### src/inc/can_mask_pkg.sv
// Purpose : shared constants and carriers for the receive-mask and error/status block
// Assumes : 32-bit register port, word offsets chosen locally
// Notes   : status layout follows the 16-bit error and status register
package can_mask_pkg;

  // ----------------------------------------------------------------
  // register offsets
  // ----------------------------------------------------------------
  localparam logic [7:0] global_mask_off   = 8'h00;
  localparam logic [7:0] buf14_mask_off    = 8'h04;
  localparam logic [7:0] buf15_mask_off    = 8'h08;
  localparam logic [7:0] status_off        = 8'h0c;
  localparam logic [7:0] control_off       = 8'h10;

  // ----------------------------------------------------------------
  // mask layout
  // ----------------------------------------------------------------
  localparam int          mask_std_hi      = 31;
  localparam int          mask_std_lo      = 21;
  localparam int          mask_rtr_hi_pos  = 20;
  localparam int          mask_ide_pos     = 19;
  localparam int          mask_ext_hi      = 18;
  localparam int          mask_ext_lo      = 1;
  localparam int          mask_rtr_lo_pos  = 0;
  localparam logic [31:0] mask_reset       = 32'hfff7_fffe;
  // fixed bits: ide forced one, both rtr positions forced zero
  localparam logic [31:0] mask_force_one   = 32'h0008_0000;
  localparam logic [31:0] mask_force_zero  = 32'h0010_0001;

  // ----------------------------------------------------------------
  // status layout
  // ----------------------------------------------------------------
  localparam int          st_tx_bit_error_code_hi     = 15;
  localparam int          st_tx_bit_error_code_lo     = 14;
  localparam int          st_ack_pos       = 13;
  localparam int          st_crc_pos       = 12;
  localparam int          st_form_pos      = 11;
  localparam int          st_stuff_pos     = 10;
  localparam int          st_tx_counter_warning_pos    = 9;
  localparam int          st_rx_counter_warning_pos    = 8;
  localparam int          st_idle_pos      = 7;
  localparam int          st_txrx_pos      = 6;
  localparam int          st_fcs_hi        = 5;
  localparam int          st_fcs_lo        = 4;
  localparam int          st_boff_pos      = 2;
  localparam int          st_err_pos       = 1;
  localparam int          st_wake_pos      = 0;
  localparam logic [7:0]  warn_level       = 8'd96;

  // control register bits
  localparam int          ctl_boff_en_pos  = 0;
  localparam int          ctl_err_en_pos   = 1;
  localparam int          ctl_wake_en_pos  = 2;

  localparam logic [1:0]  tx_bit_error_code_none      = 2'h0;
  localparam logic [1:0]  tx_bit_error_code_dom_rec   = 2'h1;
  localparam logic [1:0]  tx_bit_error_code_rec_dom   = 2'h2;
  localparam logic [1:0]  fcs_active       = 2'h0;
  localparam logic [1:0]  fcs_passive      = 2'h1;
  localparam logic [1:0]  fcs_busoff       = 2'h2;
  localparam logic [1:0]  fcs_reset        = 2'h0;
  localparam logic [31:0] bad_addr_data    = 32'h0000_0000;

  // ----------------------------------------------------------------
  // carriers
  // ----------------------------------------------------------------
  typedef struct packed {
    logic [28:0] ident;
    logic        ide;
    logic        rtr;
  } frame_id_type;

  typedef struct packed {
    logic bit_dom_rec;   // dominant sent, recessive seen
    logic bit_rec_dom;   // recessive sent, dominant seen
    logic in_arb_or_ack; // arbitration field or ack slot
    logic passive_err_tx;
    logic ack_err;
    logic crc_err;
    logic form_err;
    logic stuff_err;
  } err_event_type;

endpackage : can_mask_pkg

### src/hw/can_rx_mask_error_status.sv
// Purpose : acceptance masks for receive buffers and the error and status register
// Assumes : one clock, protocol engine supplies events on the same clock
// Notes   : single-cycle register port, read data one cycle after the read strobe
//
// Notes on behaviour
// - buffers 0-13 use the global mask; 14 and 15 use their own.
// - masks are 32 bits; bits 31-21 mask identifier bits 28-18.
// - mask zero ignores the bit; mask one requires equality.
// - mask bits 18-1 cover identifier 17-0, extended frames only.
// - ide always compared; its mask bit reads one whatever is written.
// - rtr never compared; mask bits 20 and 0 read zero after any write; bit 20 reads one from reset.
// - remote request frames never match any buffer.
// - error bits 15-10 collect events since last read; read clears them.
// - status read-only except three interrupt flags, writable to zero.
// - bit error code 01 dominant-read-recessive, 10 recessive-read-dominant.
// - bit error code frozen in arbitration, ack slot, passive error frame.
// - bit 13 set on ack error, held until read.
// - bit 12 set on crc error, held until read.
// - bit 11 set on format error, held until read.
// - bit 10 set on stuffing error, held until read.
// - bit 9 shows transmit error counter at least 96.
// - bit 8 shows receive error counter at least 96.
// - bit 7 shows bus idle.
// - bit 6 shows transmitting when bus is busy.
// - bits 5-4 show fault confinement state.
// - soft reset clears status; bus off shows again right after.
// - bit 2 set on entering bus off; request if enabled.
// - bit 1 set with any error bit; request if enabled.
// - bit 0 set on wake edge in stop mode; request if enabled.
`timescale 1ns/1ns
`default_nettype none

module can_rx_mask_error_status (
  // clock and reset
  input  wire logic                        ref_clk,
  input  wire logic                        sys_rst,
  input  wire logic                        module_soft_reset,
  // register port
  input  wire logic [7:0]                  reg_addr,
  input  wire logic [31:0]                 reg_wdata,
  input  wire logic                        reg_wr,
  input  wire logic                        reg_rd,
  output logic      [31:0]                 reg_rdata,
  // frame to be filtered against all sixteen buffers
  input  wire logic                        frame_valid,
  input  wire can_mask_pkg::frame_id_type  frame_id,
  input  wire can_mask_pkg::frame_id_type  buffer_id [16],
  output logic      [15:0]                 buffer_match,
  // protocol engine state and events
  input  wire can_mask_pkg::err_event_type err_event,
  input  wire logic [7:0]                  tx_err_count,
  input  wire logic [7:0]                  rx_err_count,
  input  wire logic                        bus_idle,
  input  wire logic                        node_transmitting,
  input  wire logic [1:0]                  confinement_in,
  input  wire logic                        stop_mode,
  input  wire logic                        can_rx_pin,
  // interrupt requests
  output logic                             busoff_irq,
  output logic                             error_irq,
  output logic                             wakeup_irq
);

  // ----------------------------------------------------------------
  // register strobes
  // ----------------------------------------------------------------
  logic        wr_gm;
  logic        wr_m14;
  logic        wr_m15;
  logic        wr_st;
  logic        wr_ctl;
  logic        rd_st;
  logic        any_rst;
  assign wr_gm   = reg_wr && reg_addr == can_mask_pkg::global_mask_off;
  assign wr_m14  = reg_wr && reg_addr == can_mask_pkg::buf14_mask_off;
  assign wr_m15  = reg_wr && reg_addr == can_mask_pkg::buf15_mask_off;
  assign wr_st   = reg_wr && reg_addr == can_mask_pkg::status_off;
  assign wr_ctl  = reg_wr && reg_addr == can_mask_pkg::control_off;
  assign rd_st   = reg_rd && reg_addr == can_mask_pkg::status_off;
  assign any_rst = sys_rst || module_soft_reset;

  // ----------------------------------------------------------------
  // mask registers
  // ----------------------------------------------------------------
  logic [31:0] global_receive_mask_q;
  logic [31:0] buffer14_receive_mask_q;
  logic [31:0] buffer15_receive_mask_q;
  logic [31:0] mask_wr_d;
  logic [2:0]  control_register_zero_q;

  // fixed bits are forced on the way in so a read shows them too
  assign mask_wr_d = (reg_wdata | can_mask_pkg::mask_force_one)
                     & ~can_mask_pkg::mask_force_zero;

  // masks survive soft reset; only the system reset restores them
  always_ff @(posedge ref_clk) begin
    if (sys_rst) begin
      global_receive_mask_q   <= can_mask_pkg::mask_reset;
      buffer14_receive_mask_q <= can_mask_pkg::mask_reset;
      buffer15_receive_mask_q <= can_mask_pkg::mask_reset;
    end else begin
      if (wr_gm)  global_receive_mask_q   <= mask_wr_d;
      if (wr_m14) buffer14_receive_mask_q <= mask_wr_d;
      if (wr_m15) buffer15_receive_mask_q <= mask_wr_d;
    end
  end

  // interrupt enables
  always_ff @(posedge ref_clk) begin
    if (any_rst) begin
      control_register_zero_q <= 3'h0;
    end else if (wr_ctl) begin
      control_register_zero_q <= reg_wdata[2:0];
    end
  end

  // ----------------------------------------------------------------
  // acceptance filter
  // ----------------------------------------------------------------
  logic [15:0] match_d;

  always_comb begin
    logic [31:0] m;
    logic [28:0] care;
    logic [28:0] diff;
    m    = 32'h0;
    care = 29'h0;
    diff = 29'h0;
    for (int b = 0; b < 16; b++) begin
      unique case (b)
        14:      m = buffer14_receive_mask_q;
        15:      m = buffer15_receive_mask_q;
        default: m = global_receive_mask_q;
      endcase
      care[28:18] = m[can_mask_pkg::mask_std_hi:can_mask_pkg::mask_std_lo];
      // extended bits only matter for extended frames
      care[17:0]  = frame_id.ide ? m[can_mask_pkg::mask_ext_hi:can_mask_pkg::mask_ext_lo]
                                 : 18'h0;
      diff        = frame_id.ident ^ buffer_id[b].ident;
      match_d[b]  = frame_valid && !frame_id.rtr
                    && frame_id.ide == buffer_id[b].ide
                    && (diff & care) == 29'h0;
    end
  end

  always_ff @(posedge ref_clk) begin
    if (sys_rst) buffer_match <= 16'h0;
    else         buffer_match <= match_d;
  end

  // ----------------------------------------------------------------
  // wake edge detection on the bus pin
  // ----------------------------------------------------------------
  logic       rx_meta_q;
  logic       rx_sync_q;
  logic       rx_prev_q;
  logic       wake_edge;
  always_ff @(posedge ref_clk) begin
    if (sys_rst) begin
      rx_meta_q <= 1'b1;
      rx_sync_q <= 1'b1;
      rx_prev_q <= 1'b1;
    end else begin
      rx_meta_q <= can_rx_pin;
      rx_sync_q <= rx_meta_q;
      rx_prev_q <= rx_sync_q;
    end
  end
  assign wake_edge = stop_mode && rx_prev_q && !rx_sync_q;

  // ----------------------------------------------------------------
  // error and status register
  // ----------------------------------------------------------------
  logic [1:0] tx_bit_error_code_q;
  logic       ack_error_flag_q;
  logic       checksum_error_flag_q;
  logic       format_error_flag_q;
  logic       stuffing_error_flag_q;
  logic       busoff_irq_flag_q;
  logic       error_irq_flag_q;
  logic       wakeup_irq_flag_q;
  logic       bit_upd;
  logic       any_err;
  logic       busoff_prev_q;
  logic       busoff_entry;
  logic [15:0] status_view;

  // the code is frozen where bit errors are legal protocol behaviour
  assign bit_upd = !err_event.in_arb_or_ack && !err_event.passive_err_tx
                   && (err_event.bit_dom_rec || err_event.bit_rec_dom);
  assign any_err = bit_upd || err_event.ack_err || err_event.crc_err
                   || err_event.form_err || err_event.stuff_err;
  assign busoff_entry = confinement_in[1] && !busoff_prev_q;

  // sticky error bits: a new event in the read cycle wins over the clear
  always_ff @(posedge ref_clk) begin
    if (any_rst) begin
      tx_bit_error_code_q   <= can_mask_pkg::tx_bit_error_code_none;
      ack_error_flag_q      <= 1'b0;
      checksum_error_flag_q <= 1'b0;
      format_error_flag_q   <= 1'b0;
      stuffing_error_flag_q <= 1'b0;
    end else begin
      if (bit_upd)
        tx_bit_error_code_q <= err_event.bit_dom_rec ? can_mask_pkg::tx_bit_error_code_dom_rec
                                                     : can_mask_pkg::tx_bit_error_code_rec_dom;
      else if (rd_st)
        tx_bit_error_code_q <= can_mask_pkg::tx_bit_error_code_none;
      ack_error_flag_q      <= err_event.ack_err   || (ack_error_flag_q && !rd_st);
      checksum_error_flag_q <= err_event.crc_err   || (checksum_error_flag_q && !rd_st);
      format_error_flag_q   <= err_event.form_err  || (format_error_flag_q && !rd_st);
      stuffing_error_flag_q <= err_event.stuff_err || (stuffing_error_flag_q && !rd_st);
    end
  end

  // interrupt flags: written zero clears only when no new event arrives
  always_ff @(posedge ref_clk) begin
    if (any_rst) begin
      busoff_irq_flag_q <= 1'b0;
      error_irq_flag_q  <= 1'b0;
      wakeup_irq_flag_q <= 1'b0;
      busoff_prev_q     <= 1'b0;
    end else begin
      busoff_prev_q     <= confinement_in[1];
      busoff_irq_flag_q <= busoff_entry
                           || (busoff_irq_flag_q
                               && !(wr_st && !reg_wdata[can_mask_pkg::st_boff_pos]));
      error_irq_flag_q  <= any_err
                           || (error_irq_flag_q
                               && !(wr_st && !reg_wdata[can_mask_pkg::st_err_pos]));
      wakeup_irq_flag_q <= wake_edge
                           || (wakeup_irq_flag_q
                               && !(wr_st && !reg_wdata[can_mask_pkg::st_wake_pos]));
    end
  end

  // live status fields; confinement follows its source so bus off reappears
  always_comb begin
    status_view = 16'h0;
    status_view[can_mask_pkg::st_tx_bit_error_code_hi:can_mask_pkg::st_tx_bit_error_code_lo] = tx_bit_error_code_q;
    status_view[can_mask_pkg::st_ack_pos]    = ack_error_flag_q;
    status_view[can_mask_pkg::st_crc_pos]    = checksum_error_flag_q;
    status_view[can_mask_pkg::st_form_pos]   = format_error_flag_q;
    status_view[can_mask_pkg::st_stuff_pos]  = stuffing_error_flag_q;
    status_view[can_mask_pkg::st_tx_counter_warning_pos] = tx_err_count >= can_mask_pkg::warn_level;
    status_view[can_mask_pkg::st_rx_counter_warning_pos] = rx_err_count >= can_mask_pkg::warn_level;
    status_view[can_mask_pkg::st_idle_pos]   = bus_idle;
    status_view[can_mask_pkg::st_txrx_pos]   = node_transmitting;
    status_view[can_mask_pkg::st_fcs_hi:can_mask_pkg::st_fcs_lo] =
      module_soft_reset ? can_mask_pkg::fcs_reset : confinement_in;
    status_view[can_mask_pkg::st_boff_pos]   = busoff_irq_flag_q;
    status_view[can_mask_pkg::st_err_pos]    = error_irq_flag_q;
    status_view[can_mask_pkg::st_wake_pos]   = wakeup_irq_flag_q;
  end

  // interrupt outputs registered to keep them glitch free
  always_ff @(posedge ref_clk) begin
    if (any_rst) begin
      busoff_irq <= 1'b0;
      error_irq  <= 1'b0;
      wakeup_irq <= 1'b0;
    end else begin
      busoff_irq <= busoff_irq_flag_q && control_register_zero_q[can_mask_pkg::ctl_boff_en_pos];
      error_irq  <= error_irq_flag_q  && control_register_zero_q[can_mask_pkg::ctl_err_en_pos];
      wakeup_irq <= wakeup_irq_flag_q && control_register_zero_q[can_mask_pkg::ctl_wake_en_pos];
    end
  end

  // ----------------------------------------------------------------
  // read data
  // ----------------------------------------------------------------
  always_ff @(posedge ref_clk) begin
    if (sys_rst) begin
      reg_rdata <= 32'h0;
    end else if (reg_rd) begin
      unique case (reg_addr)
        can_mask_pkg::global_mask_off: reg_rdata <= global_receive_mask_q;
        can_mask_pkg::buf14_mask_off:  reg_rdata <= buffer14_receive_mask_q;
        can_mask_pkg::buf15_mask_off:  reg_rdata <= buffer15_receive_mask_q;
        can_mask_pkg::status_off:      reg_rdata <= {16'h0, status_view};
        can_mask_pkg::control_off:     reg_rdata <= {29'h0, control_register_zero_q};
        default:                       reg_rdata <= can_mask_pkg::bad_addr_data;
      endcase
    end else begin
      reg_rdata <= 32'h0;
    end
  end
endmodule : can_rx_mask_error_status

`default_nettype wire

### config.mk
export PLATFORM = sky130hd
export DESIGN_NAME = can_rx_mask_error_status
export DESIGN_NICKNAME = d
export VERILOG_FILES = /design/src/inc/can_mask_pkg.sv /design/src/hw/can_rx_mask_error_status.sv
export SDC_FILE = /design/constraint.sdc
export NUM_CORES = 1
export LEC_CHECK = 0
export BUFFER_PORTS_ARGS = -buffer_cell sky130_fd_sc_hd__buf_2
export CAP_MARGIN = 5
export CORE_AREA = 5 5 254 256
export CTS_CLUSTER_SIZE = 16
export DETAILED_ROUTE_END_ITERATION = 16
export DIE_AREA = 0 0 259 261
export MAX_ROUTING_LAYER = met4
export PLACE_DENSITY = 0.53
export SYNTH_ARGS = -nofsm -noshare
export SYNTH_HDL_FRONTEND = slang
export SYNTH_SLANG_ARGS = --single-unit
### constraint.sdc
create_clock -name ref_clk -period 4.1 [get_ports ref_clk]
set_clock_uncertainty 0.15 [all_clocks]
set_input_delay 0.205 -clock ref_clk [delete_from_list [all_inputs] [get_ports ref_clk]]
set_output_delay 0.205 -clock ref_clk [all_outputs]
set_load 0.01 [all_outputs]
==> results.txt, run 1 <==
- Clock tree synthesis selected as its root buffer the cell sky130_fd_sc_hd__clkbuf_16.
* Max-slew violations: 0
- Critical path data required time: roughly 4400 ps
- Top Layer Used: met4
- The initial antenna violation count was 27.
- Hold/Removal Path Class: input port to register
* Gr usage total: 25.0%
* Cell area after synthesis: ~13000 µm²
- Post-route ant nets: 0
- Slew Limit Headroom: between 20 and 25%
* Floorplan die area: about 68000 µm²
- Hold repair after CTS inserted between 70 and 80 buffers.
* Number of primary I/O pins: ~650
* CP dominant cell by count: sky130_fd_sc_hd__dlygate4sd3_1
- The synthesized design contains 0 enable-type register cells.
- The number of different library cells used by synthesis comes to between 40 and 50.
* Gate count after technology mapping: roughly 1.6k
- The number of hold-slack violations in the final timing report is 0.
- Max-cap violations in this run came to 0.
- The share of the Yosys chip area taken by registers is 24.8%.
- In this run the most critical hold path is launched from reg_rd.
- In the synthesized netlist the async set-or-reset flop fraction comes to 0%.
- Input and output buffers added on the ports amount to between 600 and 700.
- Net count, final: roughly 2.8k
* Achievable Freq: around 340 MHz
- For the worst-skew pair, the clock arrives at the later sink with an insertion delay of between 400 and 500 ps.
* Total of warnings raised by yosys: 0
* VDD IR-drop max: between 0.2 and 0.3 mV
- The congestion estimate from routability-driven global placement came to 0.910.
- Vias in the first global route: about 15k
* Routed length on met1: ~35 mm
* Number of buffers on the longest clock path: 2
- Hold Slack: ~42 ps
- Number of vias in the routed layout: between 15k and 20k
- Kind of start point of the critical path: register
* Count of H-tree levels built during CTS: 4
- Setup violations remaining at the end of the flow were counted as 0.
* Wire length on met2: approximately 42 mm
- Time the final worst path needs with I/O delays and setup: 2980 ps
* Leakage dissipation: approximately 8.3 nW
- From synthesis to final layout, the design area changed by 41.9%.
- The largest individual stage delay along the critical path comes from the cell sky130_fd_sc_hd__dfxtp_1.
- Entering global routing, the biggest net connects 97 pins.
* Total length of routed wires: between 80 and 90 mm
- Post CTS Setup Buffer Count: 0
- R2R Setup Slk: between 1000 and 1500 ps
- Cell Pwr Density: between 200 and 300 nW/µm²
- The worst register-to-register path has a depth of 5.
- Commonest register cell after synthesis: sky130_fd_sc_hd__dfxtp_1
- The layout has 6924 filler cells.
- The worst setup path is captured at a register.
- Leaving out fill and tap cells, the most frequent cell in the layout is sky130_fd_sc_hd__buf_2.
* Drc violations: 0
- Final-layout setup total negative slack: 0 ps
- Number of flip-flops and latches in the synthesized netlist: 160
* Fraction of layout instances using a drive strength above 1: about a third
- Leftover overflow at the end of global routing: 0
- In this run the worst path has a maximum fanout of 16.
- After floorplanning, the core was divided into between 90 and 100 placement rows.
- Core Area: around 62000 µm²
- Routed wirelength normalized by instance count: between 20 and 30 µm
- The flow ran to the end, and the final reports show no timing, DRC or antenna violations.
* Cts bufs inserted: 17
- The first global-routing pass estimated approximately 120 mm of wire.
- Launching point of the worst reg2reg path: global_receive_mask_q[28]
- Horizontal die dimension: 259 µm
- TritonCTS built the clock tree.
- In this run the worst setup path terminates at buffer_match[13].
- The clock net in this run drives a total of 160 sinks.
- Traced cell by cell, the critical path runs through a22oi_1 -> o2111ai_1 -> dlygate4sd3_1 -> nor4_1 -> dlygate4sd3_1.
* Starting utilization of the core area: about a fifth
* Largest stage delay, worst path: 600 ps
- Average cell area after synthesis: ~8 µm²
- Setup repair after global routing missed its margin: no
* Post_cts resized: 0
- Met3 wirelength from detailed routing: a little over 6 mm
- Die height: roughly 260 µm
- First drt pass iteration count: 6
- Dpl hpwl: roughly 70 mm
- Most frequent cells in the layout: sky130_fd_sc_hd__buf_2, sky130_fd_sc_hd__xor2_1, sky130_fd_sc_hd__nand2_1, sky130_fd_sc_hd__dfxtp_1, sky130_fd_sc_hd__xnor2_1
- Arrival time worst endpoint: roughly 3300 ps
* Detailed router's first-iteration violation count: ~1.3k
* Reg clk slew, reported paths: ~80 ps
* Total nets after synthesis: between 2k and 2.5k
- Critical path startpoint: global_receive_mask_q[28]
- The critical path in this run is classified as register to register.
- Period utilization: 72.6%
- FF-to-FF End: buffer_match[13]
- At the pin with the least slew margin, the transition time is about 1200 ps.
- Dividing the detail-routed via count by the number of cells gives 4.83.
==> metrics by stage <==
step	worst slack [ps]	instance area, µm²	util [%]	std cells	power (W)
6_report	1120	18300	29.4	3115	0.00467
5_1_grt	1060	18300	29.4	3114	0.00487
4_1_cts	1160	18300	29.3	3089	0.00473
3_5_place_dp	1320	16900	27.2	2980	0.00298
3_3_place_gp	1370	16900	27.2	2980	0.00298
2_1_floorplan	2150	12900	-	1606	0.00229
==> cells in the mapped netlist, types with 7 or more instances <==
library cell                instances  area [µm²]
sky130_fd_sc_hd__dfxtp_1          160        3200
sky130_fd_sc_hd__a221oi_1          55         482
sky130_fd_sc_hd__a21o_1             9        67.6
sky130_fd_sc_hd__mux2i_1           22         220
sky130_fd_sc_hd__a22oi_1           65         488
sky130_fd_sc_hd__a222oi_1          23         230
sky130_fd_sc_hd__a31oi_1           33         206
sky130_fd_sc_hd__mux2_2             9         101
sky130_fd_sc_hd__nand4_1           31         194
sky130_fd_sc_hd__xnor2_1          103         902
sky130_fd_sc_hd__a22o_1            13         114
sky130_fd_sc_hd__o2111ai_1          7        61.3
sky130_fd_sc_hd__nor4_1             7        43.8
sky130_fd_sc_hd__buf_1             29         109
sky130_fd_sc_hd__xor2_1           361        3160
sky130_fd_sc_hd__a32oi_1           13         114
sky130_fd_sc_hd__nor3_1             9        45.0
sky130_fd_sc_hd__clkbuf_1          86         323
sky130_fd_sc_hd__o22ai_1           32         200
sky130_fd_sc_hd__o21ai_0           20         100
sky130_fd_sc_hd__nand2_1          220         826
sky130_fd_sc_hd__nand3b_1          59         443
sky130_fd_sc_hd__nor2_1            77         289
sky130_fd_sc_hd__a21oi_1           51         255
sky130_fd_sc_hd__buf_2             35         175
sky130_fd_sc_hd__o21a_1             8        60.1
sky130_fd_sc_hd__nand3_1           16        80.1
==> worst min path at each step <==
stage,end,slack [ps],cells past startpoint
after detailed placement,rx_meta_q,240,2
after floorplan,busoff_prev_q,130,1
after global placement,rx_meta_q,240,2
after CTS,reg_rdata[8],1,4
after global routing,buffer_match[2],40,4
final,format_error_flag_q,40,4
==> report_power, final <==
group          internal (W)  total [W]  switching (W)
clock              0.000881    0.00166       0.000784
sequential          0.00156    0.00157     0.00000632
combinational      0.000627    0.00144       0.000814
total               0.00307    0.00467        0.00160
==> cell type report <==
class	instances	area (µm²)	share of cell area, %
Sequential cell	160	3200	17.5
Antenna cell	26	65.1	0.355
Multi-Input combinational cell	1289	9070	49.5
Tap cell	846	1060	5.77
Timing Repair Buffer	760	4350	23.7
Clock inverter	12	125	0.682
Inverter	3	11.3	0.0614
Clock buffer	19	453	2.47
==> critical path, delay by kind of cell, from the launching register on <==
family	cells	cell delay, ps
AND/OR/NAND/NOR	1	220
buffers and inverters	2	1160
flip-flops	1	600
AO/OA/AOI/OAI	2	780
==> state kept, by name (all words and copies together), names as in the netlist, 2 cells and up <==
register / flops
buffer_match: 16
tx_bit_error_code_q: 2
reg_rdata: 32
buffer15_receive_mask_q: 31
global_receive_mask_q: 31
buffer14_receive_mask_q: 31
control_register_zero_q: 3
==> layer usage <==
layer,vias up,track usage (%)
met5,-,-
met3,135,5.55
met2,748,41.8
met4,0,11.2
li1,6941,-
met1,7234,28.9
==> logic make-up (layout without fill, tap and decap cells) <==
kind of cell	Yosys count	count (layout)	share of synthesized area [%]
simple gates	452	452	17.0
buf+inv	157	794	5.02
mux	31	31	2.49
flops	160	160	24.8
xor+xnor	464	464	31.5
other cells	0	26	0
compound gates	342	342	19.2
(Power assumes the default switching activity.)
==> run 2: changes to the inputs <==
- PLACE_DENSITY: 0.53 -> 0.54
- clock period: 4.1 -> 2.69 ns (I/O delays scaled with it)
==> run 2 against run 1 <==
Net effect:
- global-route usage grew 1.1 points
- critical path depth grew 1
- register-to-register slack lost 1100 ps
- total power grew 57%
- clock-buffer cell count shrank 1
- non-clock buffer count grew 102
- first-iteration DRC count grew 10%
- highest routed layer unchanged
==> results.txt, run 2 (synthesis results as in run 1) <==
* Worst-path fanout max: 10
* Layout-stage area growth over the synthesis result: 49.4%
- Achievable Freq: between 300 and 400 MHz
* Cell-by-cell trace of the critical path: buf_4 -> a32oi_1 -> dlygate4sd3_1 -> nand4_1 -> dlygate4sd3_1 -> nor4_1
- The register with the most flip-flops in the layout has 32 of them.
- Data arrives at the worst endpoint at roughly 2900 ps.
* Number of buffers on the longest clock path: 2
- The first global-routing pass estimated around 120 mm of wire.
- Number of primary I/O pins: 654
* Period utilization: a little over nine tenths
- The floorplan step set the die width to 259 µm.
- Critical path startpoint: global_receive_mask_q[16]
- The startpoint identified for the worst register-to-register timing path is global_receive_mask_q[16].
- For this run, the post-layout net count is around 3k.
* Antenna violations before repair: 38
- Drc violations: 0
- Slew Limit Headroom: between 20% and 30%
- The worst setup path is captured at a register.
- After layout, the minimum clock period comes to roughly 2600 ps.
- The first routing iteration left ~1.5k violations.
- Worst hold stages: 4
- After detailed placement, the total cell area comes to 17400 µm².
- The number of hold-slack violations in the final timing report came to 0.
- The post-route netlist has roughly a third of its cells at a drive strength greater than 1.
- For the worst setup path, the data required time is 2940 ps.
- Routed wirelength normalized by instance count: about 28 µm
* Placer Congestion: just over 0.9
* Largest stage delay, worst path: roughly 570 ps
- For this design, the sink count on the clock tree is 160.
- Critical path class: register to register
* Source-to-sink clock delay at the later pin of the worst-skew pair: between 400 and 500 ps
- Most frequent standard cell in the layout excluding fill and tap cells: sky130_fd_sc_hd__buf_2
* Total setup violations reported at the end of the flow: 0
- TritonCTS built the clock tree.
- First drt pass iteration count: 8
- Most flop-heavy register: reg_rdata
- Once detail routing completed, the nets flagged for antenna violations numbered 0.
- In this run the worst hold path is classified as input port to register.
* Most frequent cells in the layout: sky130_fd_sc_hd__buf_2, sky130_fd_sc_hd__xor2_1, sky130_fd_sc_hd__nand2_1, sky130_fd_sc_hd__dfxtp_1, sky130_fd_sc_hd__dlygate4sd3_1
- Dpl hpwl: roughly 74 mm
- Reg clk slew, reported paths: about 80 ps
- Max-cap violations in this run came to 0.
- Setup repair after global routing missed its margin: no
- For the pin with the worst max-slew slack, the measured transition is ~1200 ps.
- Area used by multi-input combinational logic: ~9000 µm²
* Number of port buffers: 625
* Number of standard-cell rows in the floorplan: 92
* Number of vias in the routed layout: 15.4k
- Fill cells in the final layout number 6808.
- The count of pins over their slew limit is 0.
- Entering global routing, the biggest net connects 71 pins.
* Final std cell area, no fill: between 15000 and 20000 µm²
- In this run the worst setup path terminates at buffer_match[2].
- Area used by sequential logic in the layout: 3200 µm²
- Core Area: a little over 60000 µm²
- Leakage dissipation: approximately 9 nW
- Vias in the first global route: 15.4k
* CP dominant cell by count: sky130_fd_sc_hd__dlygate4sd3_1
* Die height: 261 µm
- VDD sags by at most 0.488 mV.
- CP max stage cell: sky130_fd_sc_hd__dlygate4sd3_1
- FF-to-FF End: buffer_match[2]
- Gr usage total: between 20% and 30%
* Starting utilization of the core area: between 20% and 30%
* Floorplan die area: around 68000 µm²
* Count of H-tree levels built during CTS: 4
* Cells on worst reg2reg path: 6
* Cts bufs inserted: 17
- The tree is rooted in a sky130_fd_sc_hd__clkbuf_16.
* Total length of routed wires: slightly above 90 mm
- Result of the run: completed
- Cells fill between 30% and 40% of the core in the end.
* Kind of start point of the critical path: register
* R2R Setup Slk: around 60 ps
* Cell Pwr Density: 380 nW/µm²
- Leftover overflow at the end of global routing: 0
* Via density: about 4.8
- Post-CTS timing repair inserted 0 buffers for setup.
## run 2: area by class of cell
cell class / count / share of cell area [%]
inverters: 3 / 0.0584
diodes: 31 / 0.402
well taps: 846 / 5.49
clock inverters: 14 / 0.759
flip-flops and latches: 160 / 16.6
clock buffers: 18 / 2.28
repair buffers: 862 / 27.3
multi-input cells: 1289 / 47.2
## run 2: worst min path at each step
stage / start / end
after global placement: can_rx_pin / rx_meta_q
after global routing: buffer_id[102] / buffer_match[12]
after floorplan: module_soft_reset / busoff_prev_q
final: buffer_id[261] / buffer_match[7]
after detailed placement: can_rx_pin / rx_meta_q
after CTS: buffer_id[349] / buffer_match[4]
## run 2: where the power goes
part	internal [W]	total (W)	switching (W)
clock network	0.00134	0.00258	0.00125
registers	0.00238	0.00239	0.0000102
logic	0.00107	0.00236	0.00129
total	0.00478	0.00733	0.00255
## run 2: through the flow
step	setup TNS, ps	cells	total power (W)	hold slack, ps	worst slack [ps]
2_1_floorplan	0	1606	0.00349	63.0	811
3_3_place_gp	-13.4	3041	0.00464	167	-13.4
3_5_place_dp	-32.0	3041	0.00464	170	-32.0
4_1_cts	0	3192	0.00739	1.98	21.2
5_1_grt	0	3222	0.00763	33.6	2.01
6_report	0	3223	0.00733	39.8	60.3
## run 2: critical path: cells and delay by family (launching register included)
| kind | cells | cell delay (ps) |
|---|---|---|
| flops | 1 | 450 |
| buf+inv | 3 | 1420 |
| compound gates | 1 | 200 |
| simple gates | 2 | 300 |
## run 2: repair_timing
item / CTS / global route
endpoints found under the hold margin: 128 / 0
hold buffers: 119 / 0
setup endpoints to repair: 0 / 4
gates resized for setup: 0 / 9
## run 2: per-layer routing
layer	global-route usage [%]	vias to the layer above	part of all wire, %
met4	9.16	0	3.7
li1	-	7150	-
met5	-	-	0
met1	31.5	7326	41
met3	5.89	139	7.8
met2	43.2	801	48
==> run 3: changes to the inputs <==
- ABC_AREA: unset -> 1
- CORE_AREA: 5 5 254 256 -> 5 5 249 251
- CTS_BUF_LIST: unset -> sky130_fd_sc_hd__clkbuf_4 sky130_fd_sc_hd__clkbuf_8 sky130_fd_sc_hd__clkbuf_16
- DIE_AREA: 0 0 259 261 -> 0 0 254 256
- PLACE_DENSITY: 0.54 -> 0.63
==> run 3 against run 2 <==
Net effect:
- utilization grew 5.8 points
- sequential cell count unchanged
- die area is 3.8% lower
- hold slack worse by 23 ps
- routed wire length decreased by 3.1%
- critical path type is now input port to register
==> results.txt, run 3 <==
- Average cell area after synthesis: 4.96 µm²
- The die covers between 60000 and 70000 µm².
- Hold is met by between 15 and 20 ps.
* Leading cell type by number of instances after synthesis: sky130_fd_sc_hd__nand2_1
- STA classifies the critical path startpoint as an input port.
- Summed over its instances, the top area cell type makes up around 33% of the synthesized netlist area.
- Transition time of the tightest slew-check pin: 847 ps
- The largest single stage delay on the critical path is ~560 ps.
- Most frequent standard cell in the layout excluding fill and tap cells: sky130_fd_sc_hd__nand2_1
- Once routing completed, OpenROAD measured the worst setup slack at 196 ps.
- Counting I/O delays and the setup requirement, the final critical path takes ~2500 ps.
- In the final routed layout, each cell accounts on average for about 18 µm.
- Worst-path fanout max: 16
- Final std cell area, no fill: between 20000 and 25000 µm²
- CP bufs+invs: 4
- IR analysis of the VDD net gives a maximum drop of about 0.43 mV.
- Count of H-tree levels built during CTS: 4
- Hold/Removal Path Class: input port to register
- After legalization and detailed placement, the total HPWL measured 70.2 mm.
- First drt pass iteration count: 6
* Post CTS Setup Buffer Count: 0
- During placement, the flow inserted port buffers numbering 625.
* Max-slew violations: 0
- In this run the vertical extent of the chip is 256 µm.
- Number of buffers on the longest clock path: 2
- In this run the standard cell core region covers between 50000 and 60000 µm².
- Critical path class: input port to register
- Clock-pin slew was measured on the worst setup and hold paths at approximately 70 ps.
- Fraction of layout instances using a drive strength above 1: 18.6%
- Antenna violations before repair: 24
* First-pass GRT wire length: ~130 mm
* Result of the run: completed
* Critical path's top delay family: buffers and inverters
* Setup repair after global routing missed its margin: no
- Number of distinct library cells after synthesis: 32
* Source-to-sink clock delay at the later pin of the worst-skew pair: about 470 ps
- Net count, final: 4609
* Most flop-heavy register: reg_rdata
* Starting utilization of the core area: 28.2%
- Number of primary I/O pins: between 600 and 700
- The slowest stage of the critical path is the sky130_fd_sc_hd__dlygate4sd3_1 cell.
- Net switching is 36.2% of the power.
* Leakage dissipation: 13.9 nW
- For the final routed database, the setup TNS stands at 0 ps.
- In this run the remaining antenna-violating nets after routing total 0.
* Gate count after technology mapping: ~3.4k
* Proportion of synthesized flip-flops having asynchronous set or reset: 0%
- Horizontal die dimension: ~250 µm
- After floorplanning, the core was divided into 90 placement rows.
- Clk sink count: 160
- Post-synthesis cell type with the largest combined area: sky130_fd_sc_hd__nand2_1
- Portion of the post-synthesis area used by sequential elements: 19.0%
* Arrival time worst endpoint: between 2000 and 3000 ps
* Drc violations: 0
- The total overflow left after global routing is 0.
- Achievable Freq: between 400 and 500 MHz
* Gr usage total: a little over a quarter
- Most frequent cells in the layout: sky130_fd_sc_hd__nand2_1, sky130_fd_sc_hd__inv_1, sky130_fd_sc_hd__buf_2, sky130_fd_sc_hd__nand3_1, sky130_fd_sc_hd__nor2_1
- Cell-by-cell trace of the critical path: dlygate4sd3_1 -> buf_2 -> clkinv_2 -> nand2_1 -> nor2_4 -> nand4_1 -> nor2_1 -> nand2_1 -> dlygate4sd3_1 -> nor2_1
- Entering global routing, the biggest net connects between 50 and 60 pins.
- Category of the worst setup path capture point: register
- Post-Place Worst Slack: 450 ps
- Detailed router's first-iteration violation count: 2091
- Buffers inserted during clock tree synthesis total 17.
- Combinational fraction of design power: roughly a third
* Number of enable-type register cells in the synthesized netlist: 0
- Ranking of synthesized cells by area: sky130_fd_sc_hd__nand2_1, sky130_fd_sc_hd__dfxtp_1, sky130_fd_sc_hd__nand3_1
- The tool flagged a number of max-cap violations equal to 0.
- Clock tree from TritonCTS: built
- The via count of the first global-routing pass was ~20k.
* Number of vias in the routed layout: roughly 22k
- Summed over all nets, the switching power comes to between 0.002 and 0.003 W.
* Period utilization: between 90% and 100%
- Setup violations remaining at the end of the flow were counted as 0.
- Summing all placed instances gives a cell area of ~20000 µm².
* Flip-flop count of the largest register, all copies and words added: 32
- After synthesis, the most frequently instantiated cells are sky130_fd_sc_hd__nand2_1, sky130_fd_sc_hd__inv_1, sky130_fd_sc_hd__nand3_1, sky130_fd_sc_hd__nor2_1, sky130_fd_sc_hd__dfxtp_1.
- Sequential power share: roughly 34%
* Via density: 4.63
- When the netlist entered floorplanning its net count stood at between 3k and 4k.
- After filler insertion, the fill cell instance count of the layout stands at slightly below 7k.
* Critical path data required time: between 2000 and 3000 ps
- Number of hold-slack violations in the final timing report: 0
- The clock network accounts for roughly 33% of the total power.
* Root Buffer Master: sky130_fd_sc_hd__clkbuf_16
- The mapped netlist covers roughly 17000 µm².
* Cell Pwr Density: between 300 and 400 nW/µm²
- Counting flops and latches in the post-synthesis netlist gives 160.
* Commonest register cell after synthesis: sky130_fd_sc_hd__dfxtp_1
- Relative to the synthesized area, the layout overhead comes to 30.6%.
* Slew Limit Headroom: 43.4%
- Placer Congestion: 0.978
- Core utilization of the finished layout: 36.8%
* P_int: about 0.0045 W
* Total of warnings raised by yosys: 0
* Total length of routed wires: between 80 and 90 mm
==> run 3: power by group through the flow <==
stage | registers [W] | clock network (W) | logic [W]
after floorplan | 0.00244 | 0 | 0.00122
final | 0.00239 | 0.00234 | 0.00229
after detailed placement | 0.00244 | 0 | 0.00216
after global placement | 0.00244 | 0 | 0.00213
after CTS | 0.00239 | 0.00240 | 0.00228
after global routing | 0.00239 | 0.00248 | 0.00257
==> run 3: worst paths after layout <==
kind                                  from                     end  slack (ps)  depth (start not counted)
setup / recovery                   sys_rst         buffer_match[9]         200                         10
hold / removal                      reg_rd  tx_bit_error_code_q[0]          20                          4
hold reg to reg                  rx_meta_q               rx_sync_q         270                          1
setup reg to reg  global_receive_mask_q[1]         buffer_match[6]         310                          8
==> run 3: cell type report <==
| cell class | instances | area, µm² | share of cell area [%] |
|---|---|---|---|
| antenna | 30 | 75.1 | 0.342 |
| inverter | 680 | 2560 | 11.6 |
| clock inverter | 14 | 109 | 0.495 |
| timing repair buffer | 764 | 4480 | 20.4 |
| multi-input combinational | 2383 | 10100 | 46.1 |
| sequential | 160 | 3200 | 14.6 |
| clock buffer | 18 | 433 | 1.97 |
| tap | 782 | 978 | 4.45 |
==> run 3: per-stage QoR <==
step	std cells	power, W
floorplan	3393	0.00366
global placement	4666	0.00457
detailed placement	4666	0.00460
CTS	4801	0.00707
global route	4823	0.00744
finish	4831	0.00702
==> run 3: tightest hold or removal path, delay by kind of cell <==
family / cells / cell delay (ps)
AO/OA/AOI/OAI: 1 / 160
buffers and inverters: 1 / 100
AND/OR/NAND/NOR: 2 / 190
==> run 3: logic make-up (layout without fill, tap and decap cells) <==
kind of cell	count (synthesis)	count (layout)	synth area share [%]
other cells	0	30	0
compound gates	69	69	2.39
simple gates	2308	2308	57.5
buf+inv	850	1476	20.7
flops	160	160	19.0
xor+xnor	6	6	0.312
==> run 3: timing repair <==
item / in CTS / in global routing
endpoints found under the hold margin: 127 / 0
endpoints found under the setup margin: 0 / 0
hold buffers: 103 / 0
gates resized for setup: 0 / 0
==> run 3: layer usage <==
metal	GRT usage, %	up-vias	wire length [µm]
met4	7.71	0	2550
met2	43.5	916	41800
met1	33.0	9923	36700
li1	-	11400	-
met3	4.88	127	6900
met5	-	-	0
